`src/hw/diag_pkg.sv`:
```
// Constants, register map and carrier types for the supply and off-state load diagnostics.
// Assumes a single 50 MHz core clock and a simple strobe register port.
package diag_pkg;
    localparam int unsigned CLK_HZ = 50000000;
    localparam int unsigned NUM_CH = 2;
    localparam int unsigned ADC_W = 10;

    // Register indices (i_addr is compared with the index directly)
    localparam logic [7:0] REG_ADC_CONFIG = 8'h00;
    localparam logic [7:0] REG_SUPPLY_RESULT = 8'h01;
    localparam logic [7:0] REG_CH_SETUP0 = 8'h02;
    localparam logic [7:0] REG_CH_SETUP1 = 8'h03;
    localparam logic [7:0] REG_FAULT_STAT0 = 8'h04;
    localparam logic [7:0] REG_FAULT_STAT1 = 8'h05;
    localparam logic [7:0] REG_SW_STATE = 8'h06;

    // ADC config fields
    localparam int unsigned BIT_SUPPLY_DIS = 0;
    localparam logic ADC_CONFIG_RST = 1'b1;
    // Supply result fields
    localparam int unsigned BIT_SUPPLY_RDY = 15;
    // Channel setup fields
    localparam int unsigned BIT_LOW_SENSE = 0;
    localparam int unsigned BIT_GAIN_SEL = 1;
    localparam int unsigned LSB_MODE = 2;
    localparam int unsigned LSB_PU_STR = 4;
    localparam int unsigned LSB_BLANK = 6;
    localparam int unsigned BIT_WP_EN = 8;
    // Fault status fields
    localparam int unsigned BIT_OPEN_FLAG = 0;
    localparam int unsigned BIT_SHORT_FLAG = 1;
    localparam int unsigned BIT_LOW_EFF = 2;
    localparam int unsigned BIT_GAIN_EFF = 3;

    localparam logic [1:0] MODE_PULLUP = 2'h2;
    localparam logic [1:0] MODE_PULLDOWN = 2'h1;

    // Sense ratios
    localparam int unsigned RATIO_NOMINAL = 5000;
    localparam int unsigned RATIO_LOW = 1400;
    localparam int unsigned SENSE_GAIN = 8;

    // Blanking times in microseconds per select code, and conversion interval
    localparam int unsigned BLANK_US0 = 100;
    localparam int unsigned BLANK_US1 = 200;
    localparam int unsigned BLANK_US2 = 500;
    localparam int unsigned BLANK_US3 = 1000;
    localparam int unsigned CONV_US = 10;
    localparam int unsigned CONV_CYC = CONV_US * (CLK_HZ / 1000000);
    localparam logic [31:0] BLANK_CYC_DEF = 32'(BLANK_US3 * (CLK_HZ / 1000000));

    typedef struct packed {
        logic wp_enable;
        logic [1:0] blank_sel;
        logic [1:0] pu_str;
        logic [1:0] mode;
        logic gain_sel;
        logic low_sense;
    } ch_setup_s;

    typedef struct packed {
        logic pullup_en;
        logic [1:0] pullup_str;
        logic pulldown_en;
        logic comp_en;
        logic low_ratio;
        logic gain8;
    } ch_analog_s;
endpackage

```
`src/hw/offstate_chan.sv`:
```
// One channel of off-state open-load / battery-short detection plus sense ratio control.
// Assumes comparator and current threshold inputs are synchronous to i_core_clk.
`timescale 1ns/1ns
module offstate_chan #(
    parameter logic [31:0] BLANK_CYC_MAX = diag_pkg::BLANK_CYC_DEF
) (
    input wire logic i_core_clk,
    input wire logic i_nrst,
    input wire diag_pkg::ch_setup_s i_setup,
    input wire logic i_ch_on,
    input wire logic i_comp_high,
    input wire logic i_below_entry,
    input wire logic i_fault_read,
    output diag_pkg::ch_analog_s o_analog,
    output logic o_open_flag,
    output logic o_short_flag
);
    logic detect_on;
    logic pullup_mode;
    logic pulldown_mode;
    logic [31:0] blank_q;
    logic [31:0] blank_target;
    logic judged;

    function automatic logic [31:0] blank_cycles(input logic [1:0] sel);
        logic [31:0] us;
        us = 32'(diag_pkg::BLANK_US3);
        case (sel)
            2'h0: us = 32'(diag_pkg::BLANK_US0);
            2'h1: us = 32'(diag_pkg::BLANK_US1);
            2'h2: us = 32'(diag_pkg::BLANK_US2);
            default: us = 32'(diag_pkg::BLANK_US3);
        endcase
        return us * 32'(diag_pkg::CLK_HZ / 1000000);
    endfunction

    assign pullup_mode = (i_setup.mode == diag_pkg::MODE_PULLUP);
    assign pulldown_mode = (i_setup.mode == diag_pkg::MODE_PULLDOWN);
    // Circuitry only while the FET is off; other codes keep everything off
    assign detect_on = (pullup_mode || pulldown_mode) && !i_ch_on;
    // Long selections saturate at the parameter so simulation can shorten them
    assign blank_target = (blank_cycles(i_setup.blank_sel) > BLANK_CYC_MAX) ?
        BLANK_CYC_MAX : blank_cycles(i_setup.blank_sel);
    assign judged = detect_on && (blank_q >= blank_target) && i_comp_high;

    always_ff @(posedge i_core_clk or negedge i_nrst) begin
        if (!i_nrst) begin
            blank_q <= 32'h0;
        end else if (!detect_on) begin
            blank_q <= 32'h0;
        end else if (blank_q < blank_target) begin
            blank_q <= blank_q + 32'h1;
        end
    end

    always_ff @(posedge i_core_clk or negedge i_nrst) begin
        if (!i_nrst) begin
            o_analog <= '0;
        end else begin
            o_analog.pullup_en <= pullup_mode && !i_ch_on;
            o_analog.pullup_str <= i_setup.pu_str;
            o_analog.pulldown_en <= pulldown_mode && !i_ch_on;
            o_analog.comp_en <= detect_on;
            // Low ratio entered only below threshold; kept until software clears
            if (!i_setup.low_sense) begin
                o_analog.low_ratio <= 1'b0;
            end else if (i_below_entry) begin
                o_analog.low_ratio <= 1'b1;
            end
            o_analog.gain8 <= i_setup.gain_sel;
        end
    end

    // Set wins over the read clear; clear only when condition has gone
    always_ff @(posedge i_core_clk or negedge i_nrst) begin
        if (!i_nrst) begin
            o_open_flag <= 1'b0;
        end else if (judged && pullup_mode) begin
            o_open_flag <= 1'b1;
        end else if (i_fault_read && !(detect_on && pullup_mode && i_comp_high)) begin
            o_open_flag <= 1'b0;
        end
    end

    always_ff @(posedge i_core_clk or negedge i_nrst) begin
        if (!i_nrst) begin
            o_short_flag <= 1'b0;
        end else if (judged && pulldown_mode) begin
            o_short_flag <= 1'b1;
        end else if (i_fault_read && !(detect_on && pulldown_mode && i_comp_high)) begin
            o_short_flag <= 1'b0;
        end
    end
endmodule

```
`src/hw/supply_offstate_diag.sv`:
```
// Top of the supply measurement and off-state load diagnostics with its register port.
// Assumes the converter sample and comparator inputs are synchronous to i_core_clk.
`timescale 1ns/1ns
// Operation
// - Supply conversion only when software enables it
// - Fresh result stored, ready set until read
// - Wire-protect loop suspends measurement, ready held low
// - Measurement resumes after loop if still enabled
// - Low sense bit selects ratio 1400
// - Low ratio honoured only below entry threshold
// - Gain bit scales sense voltage by eight
// - Mode 10 enables pull-up and comparator
// - Pull-up strength selectable per channel
// - Blanking time selectable per channel
// - Mode 10 sets open flag on fault
// - Open flag read-clears only when condition gone
// - Pull-up off while on, back when off
// - Mode 01 enables pull-down and comparator
// - Mode 01 reports battery short only
// - Short flag read-clears only when fault gone
// - Pull-down off while on, back when off
module supply_offstate_diag #(
    parameter logic [31:0] BLANK_CYC_MAX = diag_pkg::BLANK_CYC_DEF
) (
    input wire logic i_core_clk,
    input wire logic i_nrst,
    input wire logic [7:0] i_addr,
    input wire logic [15:0] i_wdata,
    input wire logic i_wr,
    input wire logic i_rd,
    input wire logic [diag_pkg::ADC_W-1:0] i_supply_sample,
    input wire logic [1:0] i_wp_loop_active,
    input wire logic [1:0] i_comp_high,
    input wire logic [1:0] i_below_entry,
    output logic [15:0] o_rdata,
    output logic o_supply_conv_en,
    output logic o_pullup_en_ch0,
    output logic o_pullup_en_ch1,
    output logic [1:0] o_pullup_str_ch0,
    output logic [1:0] o_pullup_str_ch1,
    output logic [1:0] o_pulldown_en,
    output logic [1:0] o_comp_en,
    output logic [1:0] o_low_ratio,
    output logic [1:0] o_gain8
);
    typedef enum logic [2:0] {
        ST_OFF = 3'h1,
        ST_CONV = 3'h2,
        ST_HOLD = 3'h4
    } supply_st_e;

    supply_st_e st_q;
    logic supply_dis_q;
    diag_pkg::ch_setup_s setup_q [2];
    logic [1:0] ch_on_q;
    logic [diag_pkg::ADC_W-1:0] supply_result_reg_q;
    logic supply_result_ready_q;
    logic [15:0] conv_cnt_q;
    logic conv_done;
    logic loop_any;
    logic [1:0] fault_read;
    diag_pkg::ch_analog_s analog [2];
    logic [1:0] open_flag;
    logic [1:0] short_flag;

    function automatic logic hit(input logic [7:0] a, input logic [7:0] idx);
        return a == idx;
    endfunction

    assign loop_any = |i_wp_loop_active;
    assign conv_done = (st_q == ST_CONV) &&
        (conv_cnt_q == 16'(diag_pkg::CONV_CYC - 1));
    assign fault_read[0] = i_rd && hit(i_addr, diag_pkg::REG_FAULT_STAT0);
    assign fault_read[1] = i_rd && hit(i_addr, diag_pkg::REG_FAULT_STAT1);

    // Register writes
    always_ff @(posedge i_core_clk or negedge i_nrst) begin
        if (!i_nrst) begin
            supply_dis_q <= diag_pkg::ADC_CONFIG_RST;
            setup_q[0] <= '0;
            setup_q[1] <= '0;
            ch_on_q <= 2'h0;
        end else if (i_wr) begin
            if (hit(i_addr, diag_pkg::REG_ADC_CONFIG)) begin
                supply_dis_q <= i_wdata[diag_pkg::BIT_SUPPLY_DIS];
            end
            if (hit(i_addr, diag_pkg::REG_CH_SETUP0)) begin
                setup_q[0] <= i_wdata[8:0];
            end
            if (hit(i_addr, diag_pkg::REG_CH_SETUP1)) begin
                setup_q[1] <= i_wdata[8:0];
            end
            if (hit(i_addr, diag_pkg::REG_SW_STATE)) begin
                ch_on_q <= i_wdata[1:0];
            end
        end
    end

    // Supply measurement sequencer
    always_ff @(posedge i_core_clk or negedge i_nrst) begin
        if (!i_nrst) begin
            st_q <= ST_OFF;
        end else begin
            case (st_q)
                ST_OFF: begin
                    if (!supply_dis_q) begin
                        st_q <= loop_any ? ST_HOLD : ST_CONV;
                    end
                end
                ST_CONV: begin
                    if (supply_dis_q) begin
                        st_q <= ST_OFF;
                    end else if (loop_any) begin
                        st_q <= ST_HOLD;
                    end
                end
                ST_HOLD: begin
                    if (supply_dis_q) begin
                        st_q <= ST_OFF;
                    end else if (!loop_any) begin
                        st_q <= ST_CONV;
                    end
                end
                default: st_q <= ST_OFF;
            endcase
        end
    end

    always_ff @(posedge i_core_clk or negedge i_nrst) begin
        if (!i_nrst) begin
            conv_cnt_q <= 16'h0;
        end else if (st_q != ST_CONV || conv_done) begin
            conv_cnt_q <= 16'h0;
        end else begin
            conv_cnt_q <= conv_cnt_q + 16'h1;
        end
    end

    always_ff @(posedge i_core_clk or negedge i_nrst) begin
        if (!i_nrst) begin
            o_supply_conv_en <= 1'b0;
        end else begin
            o_supply_conv_en <= (st_q == ST_CONV) && !loop_any;
        end
    end

    // Result and ready; a new result in the read cycle keeps ready set
    always_ff @(posedge i_core_clk or negedge i_nrst) begin
        if (!i_nrst) begin
            supply_result_reg_q <= '0;
            supply_result_ready_q <= 1'b0;
        end else if (loop_any || st_q == ST_HOLD) begin
            supply_result_ready_q <= 1'b0;
        end else if (conv_done) begin
            supply_result_reg_q <= i_supply_sample;
            supply_result_ready_q <= 1'b1;
        end else if (i_rd && hit(i_addr, diag_pkg::REG_SUPPLY_RESULT)) begin
            supply_result_ready_q <= 1'b0;
        end
    end

    for (genvar c = 0; c < 2; c++) begin : g_ch
        offstate_chan #(
            .BLANK_CYC_MAX(BLANK_CYC_MAX)
        ) u_chan (
            .i_core_clk(i_core_clk),
            .i_nrst(i_nrst),
            .i_setup(setup_q[c]),
            .i_ch_on(ch_on_q[c]),
            .i_comp_high(i_comp_high[c]),
            .i_below_entry(i_below_entry[c]),
            .i_fault_read(fault_read[c]),
            .o_analog(analog[c]),
            .o_open_flag(open_flag[c]),
            .o_short_flag(short_flag[c])
        );
        assign o_pulldown_en[c] = analog[c].pulldown_en;
        assign o_comp_en[c] = analog[c].comp_en;
        assign o_low_ratio[c] = analog[c].low_ratio;
        assign o_gain8[c] = analog[c].gain8;
    end

    assign o_pullup_en_ch0 = analog[0].pullup_en;
    assign o_pullup_en_ch1 = analog[1].pullup_en;
    assign o_pullup_str_ch0 = analog[0].pullup_str;
    assign o_pullup_str_ch1 = analog[1].pullup_str;

    function automatic logic [15:0] fault_word(input logic o, input logic s,
                                               input logic l, input logic g);
        logic [15:0] w;
        w = 16'h0;
        w[diag_pkg::BIT_OPEN_FLAG] = o;
        w[diag_pkg::BIT_SHORT_FLAG] = s;
        w[diag_pkg::BIT_LOW_EFF] = l;
        w[diag_pkg::BIT_GAIN_EFF] = g;
        return w;
    endfunction

    // Read data valid the cycle after the strobe only; unmapped reads return zero
    always_ff @(posedge i_core_clk or negedge i_nrst) begin
        if (!i_nrst) begin
            o_rdata <= 16'h0;
        end else if (!i_rd) begin
            o_rdata <= 16'h0;
        end else begin
            case (i_addr)
                diag_pkg::REG_ADC_CONFIG: o_rdata <= {15'h0, supply_dis_q};
                diag_pkg::REG_SUPPLY_RESULT: begin
                    o_rdata <= 16'h0;
                    o_rdata[diag_pkg::ADC_W-1:0] <= supply_result_reg_q;
                    o_rdata[diag_pkg::BIT_SUPPLY_RDY] <= supply_result_ready_q;
                end
                diag_pkg::REG_CH_SETUP0: o_rdata <= {7'h0, setup_q[0]};
                diag_pkg::REG_CH_SETUP1: o_rdata <= {7'h0, setup_q[1]};
                diag_pkg::REG_FAULT_STAT0: o_rdata <= fault_word(open_flag[0],
                    short_flag[0], analog[0].low_ratio, analog[0].gain8);
                diag_pkg::REG_FAULT_STAT1: o_rdata <= fault_word(open_flag[1],
                    short_flag[1], analog[1].low_ratio, analog[1].gain8);
                diag_pkg::REG_SW_STATE: o_rdata <= {14'h0, ch_on_q};
                default: o_rdata <= 16'h0;
            endcase
        end
    end
endmodule
```
`config.mk`:
```
export PLATFORM = sky130hd
export DESIGN_NAME = supply_offstate_diag
export DESIGN_NICKNAME = d
export VERILOG_FILES = /design/src/hw/diag_pkg.sv /design/src/hw/offstate_chan.sv /design/src/hw/supply_offstate_diag.sv
export SDC_FILE = /design/constraint.sdc
export NUM_CORES = 1
export LEC_CHECK = 0
export BUFFER_PORTS_ARGS = -buffer_cell sky130_fd_sc_hd__buf_4
export CORE_ASPECT_RATIO = 2
export CORE_UTILIZATION = 52
export DETAILED_ROUTE_END_ITERATION = 10
export PLACE_DENSITY = 0.83
export SLEW_MARGIN = 20
export SYNTH_ARGS = -nofsm -noshare
export SYNTH_HDL_FRONTEND = slang
export SYNTH_SLANG_ARGS = --single-unit
export TNS_END_PERCENT = 10
```
`constraint.sdc`:
```
create_clock -name i_core_clk -period 3.33 [get_ports i_core_clk]
set_clock_uncertainty 0.2 [all_clocks]
set_input_delay 0.4995 -clock i_core_clk [delete_from_list [all_inputs] [get_ports i_core_clk]]
set_output_delay 0.4995 -clock i_core_clk [all_outputs]
set_load 0.005 [all_outputs]
```
==> metrics.csv <==
stage;metric;value;unit
synthesis;mux share of post-synthesis cell area;6.09;%
timing;Worst Tran Pin Value;0.822;ns
cells_and_area;filler instances;1003;
route;drt first pass iters;5;
worst_setup_path;slowest cell delay on critical path;0.52;ns
clocking;CTS tree;built;
synthesis;synth top area cells;dfrtp_1 (48%), ha_1 (8.9%), mux2_2 (5.1%), and2_1 (2.9%), nand3_1 (2.5%);
route;Avg WL per Cell;19.2;microns
cells_and_area;Non-Filler Instances;1010;
place;Buffers on Ports;62;
synthesis;Synth Area in Compound Gates;11.5;%
clocking;Clk Latency, worst-skew pair;0.44;ns
timing;Fmax;0.259;GHz
route;post-route ant nets;0;
global_route;first-pass GRT wire length;31300;microns
timing;final setup fails;37;
synthesis;Adder-Cell Fraction of Synth Area;8.86;%
synthesis;leading cell types by count after synthesis;dfrtp_1 (143), ha_1 (53), nor2_1 (43), nand3_1 (38), inv_1 (36);
clocking;total CTS buffers;17;
pwr;PwrDens;439;nW/um^2
cells_and_area;Area Overhead vs Synth;24.8;%
cells_and_area;n_diodes;0;
timing;final setup margin;-0.526;ns
clocking;CTS H-tree lvls;4;
route;routed via count;6135;
floorplan;initial core utilization;53.6;%
synthesis;Seq/Total Area, Yosys;48.5;%
place;placed cells;968;
synthesis;Gate Count Post-Synth;703;
synthesis;count leader, synth;dfrtp_1;
run_status;failing checks;negative setup slack;
place;routability cong.;0.945;
route;via density per instance;6.07;
route;DRC viols;0;
worst_setup_path;CP Launch Type;flop;
synthesis;Synth Flop Type;dfrtp_1;
timing;RSZ-0062 raised after global routing;yes;
synthesis;XOR/XNOR share of the synthesized area;2.22;%
floorplan;Top Ports;75;
global_route;total global routing overflow;0;
synthesis;Yosys reg bits;145;
place;Post-Place Worst Slack;-0.568;ns
route;Iter 0 DRT Violations;288;
worst_setup_path;Crit. End Element;flop;
worst_setup_path;Crit Path Max Fanout;7;
global_route;antenna violations before repair;0;
synthesis;Synth Cell Area;7480;sq um
route;final wirelength;19400;microns
pwr;sequential share of power;45.3;%
floorplan;Core ar.;14000;sq um
pwr;peak supply drop;0.320;mV
run_status;status;complete, but fails checks;
worst_setup_path;critical path arrival;4.01;ns
clocking;clk root buf;clkbuf_16;
global_route;Total GRT Usage;27.7;%
place;HPWL after DPL;13400;microns
floorplan;Die X;86.8;microns
synthesis;largest family of logic cells by synthesized area;simple AND/OR/NAND/NOR gates;
timing;headroom to the max-slew limit;45.2;%
pwr;Sw Share;27.4;%
synthesis;ys async rst share;100;%
cells_and_area;share of layout cells above drive strength 1;30.2;%
synthesis;top-area cell type share of the netlist area;47.8;%
clocking;Clock Pin Slew Worst Setup and Hold Paths;0.07;ns
timing;Period Utilization, post-route;116;%
worst_setup_path;critical path, cell by cell;inv_4, ha_2, nor2b_4, xnor2_1, o211ai_1, nand3_1, mux2i_1, ha_1, and2_4, a221o_1, a2111o_2, buf_6, or4_1, a21oi_2;
floorplan;die area;14900;sq um
floorplan;FP Rows;61;
pwr;Internal;2.97;mW
cells_and_area;design area;9340;sq um
pwr;switching pwr;1.12;mW
synthesis;Netlist cell types;60;
flow_run;max_cap viols;0;
pwr;clock share of power;46.0;%
timing;Slew Viols, Final;0;
pwr;Final Power;4.09;mW
synthesis;post-synth top area cell;dfrtp_1;
clocking;CTS Sinks;145;
worst_setup_path;WP buf/inv;2;
synthesis;synthesized area per cell;10.6;sq um
timing;clock period minus worst slack;3.86;ns
worst_setup_path;Worst path slowest cell;a2111o_2;
worst_setup_path;worst path required time;3.49;ns
cells_and_area;Final Net Count;905;
pwr;combinational share of power;8.7;%
worst_setup_path;Crit path max-delay family;compound AO/OA/AOI/OAI gates;
timing;Hold WS;0.0330;ns
clocking;Max clock buf depth;2;
global_route;vias in the first global route;6414;
synthesis;Post-Synth Simple-Gate Area;18.9;%
floorplan;Die Ht;172;microns
worst_setup_path;Setup CP Type;reg2reg;
pwr;Leak;4.31;nW
timing;Hold Fails Final Rpt;0;
synthesis;Syn. warnings;0;
min_path;Worst Hold Class;in2reg;
place;Post-DP Area;8480;sq um
synthesis;EDFF count, synth;0;
global_route;pin count of the biggest net entering global routing;91;
## routing by layer
| metal | global-route usage (%) | routed length [microns] | part of all wire (%) | vias to the layer above |
|---|---|---|---|---|
| li1 | - | - | - | 2770 |
| met1 | 28.2 | 6810 | 35 | 3039 |
| met2 | 49.8 | 10700 | 55 | 242 |
| met3 | 5.76 | 836 | 4.3 | 84 |
| met4 | 18.1 | 1050 | 5.4 | 0 |
| met5 | 0 | 0 | 0 | - |
## worst reg2reg max path: stages, from the launching register on
cell and delay (ns):
dfrtp_2 0.46, inv_4 0.11, ha_2 0.22, nor2b_4 0.16
xnor2_1 0.14, o211ai_1 0.12, nand3_1 0.11, mux2i_1 0.21
ha_1 0.28, and2_4 0.17, a221o_1 0.32, a2111o_2 0.52
buf_6 0.17, or4_1 0.43, a21oi_2 0.16
## per-stage QoR
step                util (%)  TNS, ns
floorplan                  -    -2.60
global placement        60.7    -6.36
detailed placement      60.7   -11.69
CTS                     66.3    -8.52
global route            66.9   -15.54
finish                  66.9   -10.20
## layout by cell type, fill, tap and decap left out, types with 9 or more instances in the layout
| master | instances |
|---|---|
| a21oi_1 | 25 |
| nor3_1 | 11 |
| and2_1 | 34 |
| nor4_1 | 9 |
| o31ai_1 | 15 |
| or3_1 | 11 |
| or4_1 | 19 |
| a21oi_2 | 9 |
| clkbuf_16 | 17 |
| o21ai_0 | 10 |
| nand4_1 | 13 |
| xnor2_1 | 11 |
| nand2_1 | 28 |
| inv_1 | 32 |
| buf_4 | 107 |
| nor2_1 | 42 |
| nand3_1 | 37 |
| ha_1 | 44 |
| dfrtp_1 | 139 |
| mux2_2 | 34 |
| and3_1 | 12 |
## logic make-up (layout without fill, tap and decap cells)
group,count (synthesis),count (layout)
AND/OR/NAND/NOR,253,253
flip-flops,145,145
AO/OA/AOI/OAI,122,122
buffers and inverters,70,184
adder cells (fa/ha/maj),53,53
multiplexers,40,40
XOR/XNOR,19,19
other,1,5
## final timing paths
check,startpoint,end,slack [ns],cells after the start
worst min-delay path,i_wp_loop_active[1],st_q[1]$_DFFE_PN0P_,0.03,2
worst min register to register,setup_q[14]$_DFFE_PN0P_,g_ch[0].u_chan.o_analog[5]$_DFF_PN0_,0.21,0
max in group asynchronous,i_nrst,supply_dis_q$_DFFE_PN1P_,1.59,3
min in group asynchronous,i_nrst,conv_cnt_q[12]$_DFF_PN0_,0.50,2
worst max register to register,setup_q[16]$_DFFE_PN0P_,g_ch[0].u_chan.blank_q[12]$_DFFE_PN0P_,-0.53,14
worst max-delay path,setup_q[16]$_DFFE_PN0P_,g_ch[0].u_chan.blank_q[12]$_DFFE_PN0P_,-0.53,14
## power by group through the flow
| stage | clock [mW] | sequential (mW) | combinational, mW |
|---|---|---|---|
| finish | 1.88 | 1.85 | 0.358 |
| global route | 1.99 | 1.86 | 0.395 |
| CTS | 1.91 | 1.85 | 0.349 |
| detailed placement | 0 | 1.88 | 0.334 |
| global placement | 0 | 1.88 | 0.316 |
| floorplan | 0 | 1.87 | 0.178 |
## repair_timing
action | CTS | global route
buffers inserted | 8 | 1
gates resized for setup | 33 | 16
setup endpoints to repair | 38 | 38
hold buffers | 1 | 0
pin swaps | 18 | 3
endpoints found under the hold margin | 88 | 0
## flip-flops by register name, indices dropped and copies added (netlist names)
signal,flops
g_ch.u_chan.blank_q,64
setup_q,18
conv_cnt_q,16
g_ch.u_chan.o_analog,14
o_rdata,11
supply_result_reg_q,10
st_q,3
ch_on_q,2
g_ch.u_chan.o_open_flag,2
g_ch.u_chan.o_short_flag,2
o_supply_conv_en,1
supply_dis_q,1
supply_result_ready_q,1
## final cells by class
cell class / count / area [sq um] / share of cell area, %
sequential: 145 / 3640 / 38.9
timing repair buffer: 116 / 930 / 9.96
clock buffer: 17 / 425 / 4.56
inverter: 36 / 140 / 1.50
tap: 189 / 236 / 2.53
clock inverter: 15 / 161 / 1.73
multi-input combinational: 492 / 3810 / 40.8
Power figures use the tool's default switching activity.
